$ cat src/rtl/gcs_consts.vh
`ifndef GCS_CONSTS_VH
`define GCS_CONSTS_VH

// clock rate, idle-bus timing and calibration lengths
`define GCS_CLK_HZ 40000000
`define GCS_IDLE_CC_SEC 5
`define GCS_IDLE_BOARD_SEC 20
`define GCS_AUTO_CAL_SEC 16
`define GCS_SHORT_CAL_CYC 256
// idle times are "more than", so one cycle past the figure
`define GCS_IDLE_CC_CYC (`GCS_IDLE_CC_SEC * `GCS_CLK_HZ + 1)
`define GCS_IDLE_BOARD_CYC (`GCS_IDLE_BOARD_SEC * `GCS_CLK_HZ + 1)
`define GCS_AUTO_CAL_CYC (`GCS_AUTO_CAL_SEC * `GCS_CLK_HZ)

// security keys and defaults
`define GCS_UNSEAL_CODE_RST 32'h36720414
`define GCS_FULL_CODE_RST 32'hffffffff
`define GCS_RESTORE_KEY_RST 32'h0def0fac
`define GCS_DEADBAND_RST 16'h0005

// security modes
`define GCS_MODE_SEALED 2'h0
`define GCS_MODE_UNSEALED 2'h1
`define GCS_MODE_FULL 2'h2

// gain factors are unsigned Q4.12, 1.0 at reset
`define GCS_GAIN_FRAC 12
`define GCS_GAIN_RST 16'h1000

`endif

$ cat src/rtl/gcs_sync.v
`timescale 1ns/1ps
module gcs_sync
(
	input wire clk,
	input wire rst,
	input wire d,
	output wire q
);
	reg s1_r;
	reg s2_r;

	always @(posedge clk or posedge rst)
	begin
		if (rst)
		begin
			s1_r <= 1'b1;
			s2_r <= 1'b1;
		end
		else
		begin
			s1_r <= d;
			s2_r <= s1_r;
		end
	end

	assign q = s2_r;
endmodule // gcs_sync

$ cat src/rtl/gcs_scale.v
`timescale 1ns/1ps
`include "gcs_consts.vh"
// signed value times unsigned Q4.12 gain, rounded toward minus infinity
module gcs_scale
(
	input wire signed [15:0] val,
	input wire [15:0] gain,
	output wire signed [15:0] res
);
	wire signed [32:0] prod;

	assign prod = val * $signed({1'b0, gain});
	assign res = prod[`GCS_GAIN_FRAC+15:`GCS_GAIN_FRAC];
endmodule // gcs_scale

$ cat src/rtl/gcs_top.v
`timescale 1ns/1ps
`include "gcs_consts.vh"
// Summary of operation
// - Average current is scaled by the current gain factor and reported in mA.
// - Accumulated charge is scaled by the charge gain factor on a time base, giving mAh.
// - Every counter offset calibration shorts the two sense inputs together while it runs.
// - An auto counter calibration starts when both bus lines sit low over 5 s at low current.
// - The auto counter calibration runs about 16 s, longer than the short commanded one.
// - The first time both bus lines are low over 20 s, the board offset is auto calibrated.
// - A per-unit board offset trim is subtracted apart from the counter offset trim.
// - Internal sensor temperature is corrected by its offset trim only, no gain.
// - Thermistor temperature is corrected by the external offset trim only, no gain.
// - The voltage offset trim is added to the cell voltage and set only by voltage calibration.
// - Average current inside the deadband, 5 mA by default, is reported as zero.
// - Sealed goes to unsealed only on the stored unseal code, default 0x36720414.
// - Unsealed goes to full access only on the stored full-access code, default 0xffffffff.
// - While sealed, the factory restore key pulses factory_restore for one cycle; no learned value is reset here.
module gcs_top
#(
	parameter [31:0] IDLE_CC_CYC = `GCS_IDLE_CC_CYC,
	parameter [31:0] IDLE_BOARD_CYC = `GCS_IDLE_BOARD_CYC,
	parameter [31:0] AUTO_CAL_CYC = `GCS_AUTO_CAL_CYC,
	parameter [31:0] SHORT_CAL_CYC = `GCS_SHORT_CAL_CYC
)
(
	input wire clk,
	input wire rst,
	input wire scl_in,
	input wire sda_in,
	input wire signed [15:0] cc_raw,
	input wire cc_raw_valid,
	input wire signed [15:0] temp_int_raw,
	input wire signed [15:0] temp_ext_raw,
	input wire temp_src_ext,
	input wire signed [15:0] volt_raw,
	input wire [15:0] sleep_current,
	input wire cal_mode,
	input wire cal_wr,
	input wire [2:0] cal_sel,
	input wire [15:0] cal_data,
	input wire cc_cal_start,
	input wire key_valid,
	input wire [31:0] key_data,
	input wire code_wr,
	input wire [1:0] code_sel,
	output reg signed [15:0] avg_current,
	output reg signed [31:0] charge_acc,
	output reg signed [15:0] temperature,
	output reg signed [15:0] cell_voltage,
	output reg [1:0] sec_mode,
	output reg factory_restore,
	output wire sense_short,
	output wire cal_busy,
	output reg board_cal_done,
	output reg [15:0] counter_offset_trim
);
	localparam ST_IDLE = 2'h0;
	localparam ST_AUTO = 2'h1;
	localparam ST_BOARD = 2'h2;
	localparam ST_SHORT = 2'h3;

	// bit 0 is the clock line, bit 1 the data line; both pins are asynchronous to clk
	wire [1:0] bus_pin = {sda_in, scl_in};
	wire [1:0] bus_s;
	genvar gi;
	generate
		for (gi = 0; gi < 2; gi = gi + 1)
		begin : g_bus_sync
			gcs_sync u_sync
			(
				.clk(clk),
				.rst(rst),
				.d(bus_pin[gi]),
				.q(bus_s[gi])
			);
		end
	endgenerate
	wire scl_s = bus_s[0];
	wire sda_s = bus_s[1];

	reg [15:0] current_gain_factor;
	reg [15:0] charge_gain_factor;
	reg signed [15:0] board_offset_r;
	reg signed [15:0] int_temp_off_r;
	reg signed [15:0] ext_temp_off_r;
	reg signed [15:0] volt_off_r;
	reg [15:0] deadband_r;
	reg [31:0] unseal_code;
	reg [31:0] full_access_code;
	reg [31:0] factory_restore_key;

	reg [1:0] state_r;
	reg [31:0] idle_cnt_r;
	reg [31:0] cal_cnt_r;
	reg signed [39:0] cal_acc_r;

	wire bus_idle = ~scl_s & ~sda_s;
	wire signed [15:0] cc_corr = cc_raw - $signed(counter_offset_trim) - board_offset_r;
	wire signed [15:0] cur_scaled;
	wire signed [15:0] chg_scaled;
	wire [15:0] cur_mag = cur_scaled[15] ? (~cur_scaled + 16'h0001) : cur_scaled;
	wire signed [15:0] avg_mag = avg_current[15] ? -avg_current : avg_current;
	// the board pass wins over the counter pass when both are due in the same cycle; at low current the counter pass is due first
	wire board_due = !cal_mode && bus_idle && !board_cal_done &&
		(idle_cnt_r >= IDLE_BOARD_CYC);
	wire cc_due = !cal_mode && bus_idle && (idle_cnt_r >= IDLE_CC_CYC) &&
		($signed({1'b0, avg_mag}) < $signed({1'b0, sleep_current}));

	// the ratio between the two gain factors carries the time base, so one multiplier shape
	gcs_scale u_cur (.val(cc_corr), .gain(current_gain_factor), .res(cur_scaled));
	gcs_scale u_chg (.val(cc_corr), .gain(charge_gain_factor), .res(chg_scaled));

	// the board pass leaves the sense inputs open: it must see the external offsets
	assign sense_short = (state_r == ST_AUTO) || (state_r == ST_SHORT);
	assign cal_busy = (state_r != ST_IDLE);

	// averaging divides by a power of two so no divider is needed
	wire signed [15:0] cal_mean_auto = cal_acc_r[39:24];
	// fixed at 256 samples: a shorter SHORT_CAL_CYC gives a mean scaled down with it
	wire signed [15:0] cal_mean_short = cal_acc_r[23:8];

	always @(posedge clk or posedge rst)
	begin
		if (rst)
		begin
			avg_current <= 16'sh0000;
			charge_acc <= 32'sh00000000;
			temperature <= 16'sh0000;
			cell_voltage <= 16'sh0000;
		end
		else
		begin
			if (cc_raw_valid && !sense_short)
			begin
				if (cur_mag <= deadband_r)
					avg_current <= 16'sh0000;
				else
					avg_current <= cur_scaled;
				charge_acc <= charge_acc + {{16{chg_scaled[15]}}, chg_scaled};
			end
			if (temp_src_ext)
				temperature <= temp_ext_raw + ext_temp_off_r;
			else
				temperature <= temp_int_raw + int_temp_off_r;
			cell_voltage <= volt_raw + volt_off_r;
		end
	end

	// idle-bus timer; it saturates so a long parked bus never wraps into a fresh count
	always @(posedge clk or posedge rst)
	begin
		if (rst)
			idle_cnt_r <= 32'h00000000;
		else if (!bus_idle)
			idle_cnt_r <= 32'h00000000;
		else if (idle_cnt_r != 32'hffffffff)
			idle_cnt_r <= idle_cnt_r + 32'h00000001;
	end

	// calibration sequencer
	always @(posedge clk or posedge rst)
	begin
		if (rst)
		begin
			state_r <= ST_IDLE;
			cal_cnt_r <= 32'h00000000;
			cal_acc_r <= 40'sh0000000000;
			counter_offset_trim <= 16'h0000;
			board_offset_r <= 16'sh0000;
			board_cal_done <= 1'b0;
		end
		else
		begin
			if (cal_mode && cal_wr && cal_sel == 3'h2)
				board_offset_r <= $signed(cal_data);
			case (state_r)
				ST_IDLE:
				begin
					cal_acc_r <= 40'sh0000000000;
					cal_cnt_r <= 32'h00000000;
					if (cal_mode && cc_cal_start)
						state_r <= ST_SHORT;
					else if (board_due)
						state_r <= ST_BOARD;
					else if (cc_due)
						state_r <= ST_AUTO;
				end
				ST_AUTO, ST_BOARD:
				begin
					if (!bus_idle)
						state_r <= ST_IDLE;
					else
					begin
						if (cc_raw_valid)
							cal_acc_r <= cal_acc_r + {{24{cc_raw[15]}}, cc_raw};
						cal_cnt_r <= cal_cnt_r + 32'h00000001;
						if (cal_cnt_r == AUTO_CAL_CYC - 32'h00000001)
						begin
							state_r <= ST_IDLE;
							if (state_r == ST_AUTO)
								counter_offset_trim <= cal_mean_auto;
							else
							begin
								// board pass sees the real sense path, minus the chip offset
								board_offset_r <= cal_mean_auto - $signed(counter_offset_trim);
								board_cal_done <= 1'b1;
							end
						end
					end
				end
				ST_SHORT:
				begin
					if (cc_raw_valid)
						cal_acc_r <= cal_acc_r + {{24{cc_raw[15]}}, cc_raw};
					cal_cnt_r <= cal_cnt_r + 32'h00000001;
					if (cal_cnt_r == SHORT_CAL_CYC - 32'h00000001)
					begin
						state_r <= ST_IDLE;
						counter_offset_trim <= cal_mean_short;
					end
				end
				default:
					state_r <= ST_IDLE;
			endcase
		end
	end

	// trims, reached only through calibration mode commands
	always @(posedge clk or posedge rst)
	begin
		if (rst)
		begin
			current_gain_factor <= `GCS_GAIN_RST;
			charge_gain_factor <= `GCS_GAIN_RST;
			int_temp_off_r <= 16'sh0000;
			ext_temp_off_r <= 16'sh0000;
			volt_off_r <= 16'sh0000;
			deadband_r <= `GCS_DEADBAND_RST;
		end
		else if (cal_mode && cal_wr)
		begin
			case (cal_sel)
				3'h0: current_gain_factor <= cal_data;
				3'h1: charge_gain_factor <= cal_data;
				3'h3: int_temp_off_r <= $signed(cal_data);
				3'h4: ext_temp_off_r <= $signed(cal_data);
				3'h5: volt_off_r <= $signed(cal_data);
				3'h6: deadband_r <= cal_data;
				default: ;
			endcase
		end
	end

	// security modes and stored keys
	always @(posedge clk or posedge rst)
	begin
		if (rst)
		begin
			sec_mode <= `GCS_MODE_SEALED;
			factory_restore <= 1'b0;
			unseal_code <= `GCS_UNSEAL_CODE_RST;
			full_access_code <= `GCS_FULL_CODE_RST;
			factory_restore_key <= `GCS_RESTORE_KEY_RST;
		end
		else
		begin
			factory_restore <= 1'b0;
			if (key_valid)
			begin
				case (sec_mode)
					`GCS_MODE_SEALED:
					begin
						if (key_data == unseal_code)
							sec_mode <= `GCS_MODE_UNSEALED;
						else if (key_data == factory_restore_key)
							factory_restore <= 1'b1;
					end
					`GCS_MODE_UNSEALED:
					begin
						if (key_data == full_access_code)
							sec_mode <= `GCS_MODE_FULL;
					end
					default: ;
				endcase
			end
			// keys may only be rewritten with full access
			if (code_wr && sec_mode == `GCS_MODE_FULL)
			begin
				case (code_sel)
					2'h0: unseal_code <= key_data;
					2'h1: full_access_code <= key_data;
					2'h2: factory_restore_key <= key_data;
					default: ;
				endcase
			end
		end
	end
endmodule // gcs_top

$ cat config.mk
export PLATFORM = sky130hd
export DESIGN_NAME = gcs_top
export DESIGN_NICKNAME = d
export VERILOG_FILES = /design/src/rtl/gcs_sync.v /design/src/rtl/gcs_scale.v /design/src/rtl/gcs_top.v
export VERILOG_INCLUDE_DIRS = /design/src /design/src/rtl
export SDC_FILE = /design/constraint.sdc
export NUM_CORES = 2
export LEC_CHECK = 0
export ABC_AREA = 1
export BUFFER_PORTS_ARGS = -buffer_cell sky130_fd_sc_hd__buf_2
export CAP_MARGIN = 30
export CORE_MARGIN = 3
export CORE_UTILIZATION = 45
export DETAILED_ROUTE_END_ITERATION = 12
export GPL_ROUTABILITY_DRIVEN = 0
export PLACE_DENSITY = 0.66
export SLEW_MARGIN = 20
export SYNTH_ARGS = -nofsm -noshare
export SYNTH_HDL_FRONTEND = slang
export SYNTH_SLANG_ARGS = --single-unit
$ cat constraint.sdc
create_clock -name clk -period 15.6 [get_ports clk]
set_input_delay 3.12 -clock clk [delete_from_list [all_inputs] [get_ports clk]]
set_output_delay 3.12 -clock clk [all_outputs]
set_load 0.05 [all_outputs]
==> results.txt <==
* Flip-flop and latch count after synthesis: 418
- In the routed layout, each cell is associated on average with a via count of 5.32.
- In this run the tightest slew margin relative to its limit is 31.8%.
- Counting every instance in the synthesized netlist gives 5,610.
- For the worst-skew pair, the clock arrives at the later sink with an insertion delay of 610 ps.
- Worst path slowest cell: nand2_1
- For the worst setup path, the data required time is 16,110 ps.
- Global routing used 25.0% of the available tracks.
- Of the post-synthesis cell area, the dominant cell type holds 20.2%.
- In this run the number of H-tree levels came out at 2.
* Std cell rows: 112
- For this run, the register share of the synthesized area comes to 24.4%.
- Achievable clock frequency: 76.5 MHz
- Setup repair after global routing left no endpoint under its margin.
- Detailed routing inserted a total of 37,800 vias.
- Number of hold violations in the final report: 0
* Largest net degree at the start of global routing: 162
- Root buffer cell: clkbuf_16
- The number of global-route vias before repair is 36,900.
- Arrival @ worst endpoint: 13,580 ps
- Count of warnings emitted by yosys: 0
- The flow ran to the end, and the final reports show no timing, DRC or antenna violations.
- After clock tree synthesis, the setup repair step added 0 buffers.
- Counting instances, the worst hold path has a depth of 0.
- Instance count on the critical path: 44
- Synthesis-to-layout area growth: 10.2%
- Setup violations remaining at the end of the flow were counted as 0.
- For this design, the CTS-stage hold fixing added 0 buffers.
- Startpoint Class: input pin
* Clk slew on worst S/H paths: 60 ps
* Final TNS setup: 0 ps
- DRC marker count from the first detailed-route iteration: 2,766
- Initial antenna violation count: 10
* Residual overflow from global routing: 0
- Portion of netlist area occupied by mux cells: 0.0754%
- Each instance of the synthesized netlist takes up on average 7.69 um2.
- Delay of the slowest cell on the worst path: 750 ps
* Top cell type by total area after synthesis: dfrtp_1
- The first global-routing pass estimated 198,000 um of wire.
- HPWL after DPL: 96,600 um
* Cell repeated most along the worst path: nand2_1
* Proportion of synthesized flip-flops having asynchronous set or reset: 100%
- Synthesized netlist net count: 6,523
* Die Outline Area: 99,600 um2
- For this design the top-level I/O count stands at 246.
- Yosys mapped the design onto 61 distinct sky130hd cell types.
- Port buffer count: 245
* Cell count of the worst reg-to-reg path: 45
- CTS Sinks: 418
- For this run, the share of the core covered by cells in the final layout is 50.5%.
- Clock skew after layout: 13.6 ps
- Max-cap violations in this run came to 0.
- The cell family contributing the most delay on the critical path is adder cells.
- The worst setup path is captured at a register.
- CTS tree: done
- The synthesized netlist devotes 20.6% of its cell area to simple gates.
- DRC violation count after routing: 0
* Total Wirelength: 125,000 um
- TritonRoute pass-1 iters: 6
- The die is 316 um tall.
- Dividing the detail-routed wire length by the instance count gives 17.5 um.
- The number of slew-limit violations in the final report is 0.
- Crit-path max FO: 19
- In the synthesized netlist the dominant register cell turns out to be dfrtp_1.
- Synth Area in XOR/XNOR: 3.56%
* ANT nets after route: 0
- Buffers from clock root to sink, at most: 3
* Top area cells in the synthesized netlist: dfrtp_1 20%, fa_1 19%, nand2_1 11%
- The critical path is of the in2reg type.
* Post-Syn Area: 43,100 um2
* Bufs and invs on worst path: 9
* Compound-cell area share of the yosys netlist: 11.7%
* Clock buffers created by TritonCTS: 48
* Number of enable-type register cells in the synthesized netlist: 0
- Die Wd: 316 um
- By area, the combinational part of the netlist is dominated by adder cells.
- Counting I/O delays and the setup requirement, the final critical path takes 13,080 ps.
* Class of the tightest hold or removal check: reg2reg
- Final net count: 6,703
- Worst slew pin tran: 1020 ps
- Final worst-path cycle share: 83.8%
- The total area inside the core boundary comes to 94,200 um2.
- After Yosys synthesis, full adders, half adders and majority gates account for 29.2% of the synthesized area.
* Layout cells sized above 1: 8.87%
- The initial utilization of the core area, before any placement, comes to 45.8%.
* Resize count post-CTS: 0
==> registers in the layout, summed over array words and instances (netlist names), 2 cells and up <==
register,flops
cal_cnt_r,32
factory_restore_key,32
sec_mode,2
board_offset_r,16
cell_voltage,16
temperature,16
idle_cnt_r,32
avg_current,16
charge_acc,32
current_gain_factor,16
deadband_r,16
ext_temp_off_r,16
g_bus_sync.u_sync.s1_r,2
int_temp_off_r,16
charge_gain_factor,16
state_r,2
counter_offset_trim,16
g_bus_sync.u_sync.q,2
full_access_code,32
volt_off_r,16
cal_acc_r,40
unseal_code,32
==> area by class of cell <==
type                            instances  area, um2
Fill cell                            9273      46600
Multi-Input combinational cell       4007      28200
Sequential cell                       418      10500
Inverter                             1041       3920
Timing Repair Buffer                  274       1620
Tap cell                             1254       1570
Clock buffer                           65       1370
Clock inverter                         25        355
Antenna cell                           11       27.5
==> cells in the mapped netlist (26+ instances only) <==
library cell     n
nand2_1       1282
inv_1         1027
nor2_1         469
o21ai_0        437
fa_1           399
ha_1           370
dfrtp_1        349
a21oi_1        266
nand3_1        143
clkbuf_1       134
xor2_1          91
xnor2_1         79
nand4_1         74
dfstp_2         69
nor3_1          57
a31oi_1         40
or2_2           38
nor4_1          32
o22ai_1         26
==> kinds of logic (layout without fill, tap and decap cells) <==
| group | count (synthesis) | count (layout) |
|---|---|---|
| xor+xnor | 173 | 173 |
| fa+ha+maj | 769 | 769 |
| compound gates | 913 | 913 |
| buf+inv | 1185 | 1405 |
| simple gates | 2149 | 2149 |
| mux | 3 | 3 |
| other cells | 0 | 11 |
| flops | 418 | 418 |
==> layout by cell type (no fill, tap or decap), drive strengths merged, types with 12 or more instances in the layout <==
cell type / Yosys / routed
nor2: 477 / 477
a211oi: 14 / 14
o211ai: 23 / 23
xnor2: 79 / 79
o31ai: 12 / 12
dfrtp: 349 / 349
a21oi: 266 / 266
fa: 399 / 399
xor2: 94 / 94
nand3: 146 / 146
nand4: 74 / 74
ha: 370 / 370
o21bai: 17 / 17
a21o: 16 / 16
o22ai: 26 / 26
nand2: 1300 / 1300
clkinv: 10 / 21
inv: 1031 / 1035
clkbuf: 134 / 65
nor4: 33 / 33
a31oi: 40 / 40
o21ai: 439 / 439
dfstp: 69 / 69
or2: 38 / 38
buf: 10 / 274
nor3: 58 / 58
==> metrics by stage <==
| stage | setup WS [ps] | instances | area [um2] | hold slack, ps |
|---|---|---|---|---|
| 6_report | 2520 | 7095 | 47600 | 355 |
| 2_1_floorplan | 959 | 5610 | 43100 | 345 |
| 3_5_place_dp | 2040 | 6986 | 45600 | 347 |
| 4_1_cts | 2640 | 7076 | 47400 | 355 |
| 5_1_grt | 1740 | 7092 | 47500 | 358 |
| 3_3_place_gp | 2140 | 6981 | 45500 | 347 |
==> final timing paths <==
check | from | endpoint | slack, ps
hold / removal | g_bus_sync[1].u_sync.s1_r | g_bus_sync[1].u_sync.q | 350
hold reg to reg | g_bus_sync[1].u_sync.s1_r | g_bus_sync[1].u_sync.q | 350
min in group asynchronous | rst | cell_voltage[12] | 2520
setup / recovery | cc_raw[2] | avg_current[14] | 2520
max in group asynchronous | rst | full_access_code[11] | 10450
setup reg to reg | counter_offset_trim[0] | avg_current[14] | 4590
==> per-layer routing <==
layer  routed length (um)  part of all wire, %  track usage [%]
met5                    0                    0                0
met4                 3630                  2.9             7.48
met3                 9840                  7.9             4.65
met2                58700                   47             41.3
met1                52300                   42             33.6
==> worst register-to-register path, delay by kind of cell, from the launching register on <==
kind	cells	cell delay (ps)
AOI/OAI and AO/OA	8	1850
DFF	1	500
buffers and inverters	10	1450
adders and majority gates	10	4410
and+or+nand+nor	17	2720
Power is left out: the tool's default activity adds up to more than one toggle a clock period on the data nets, which glitch-free logic cannot reach.
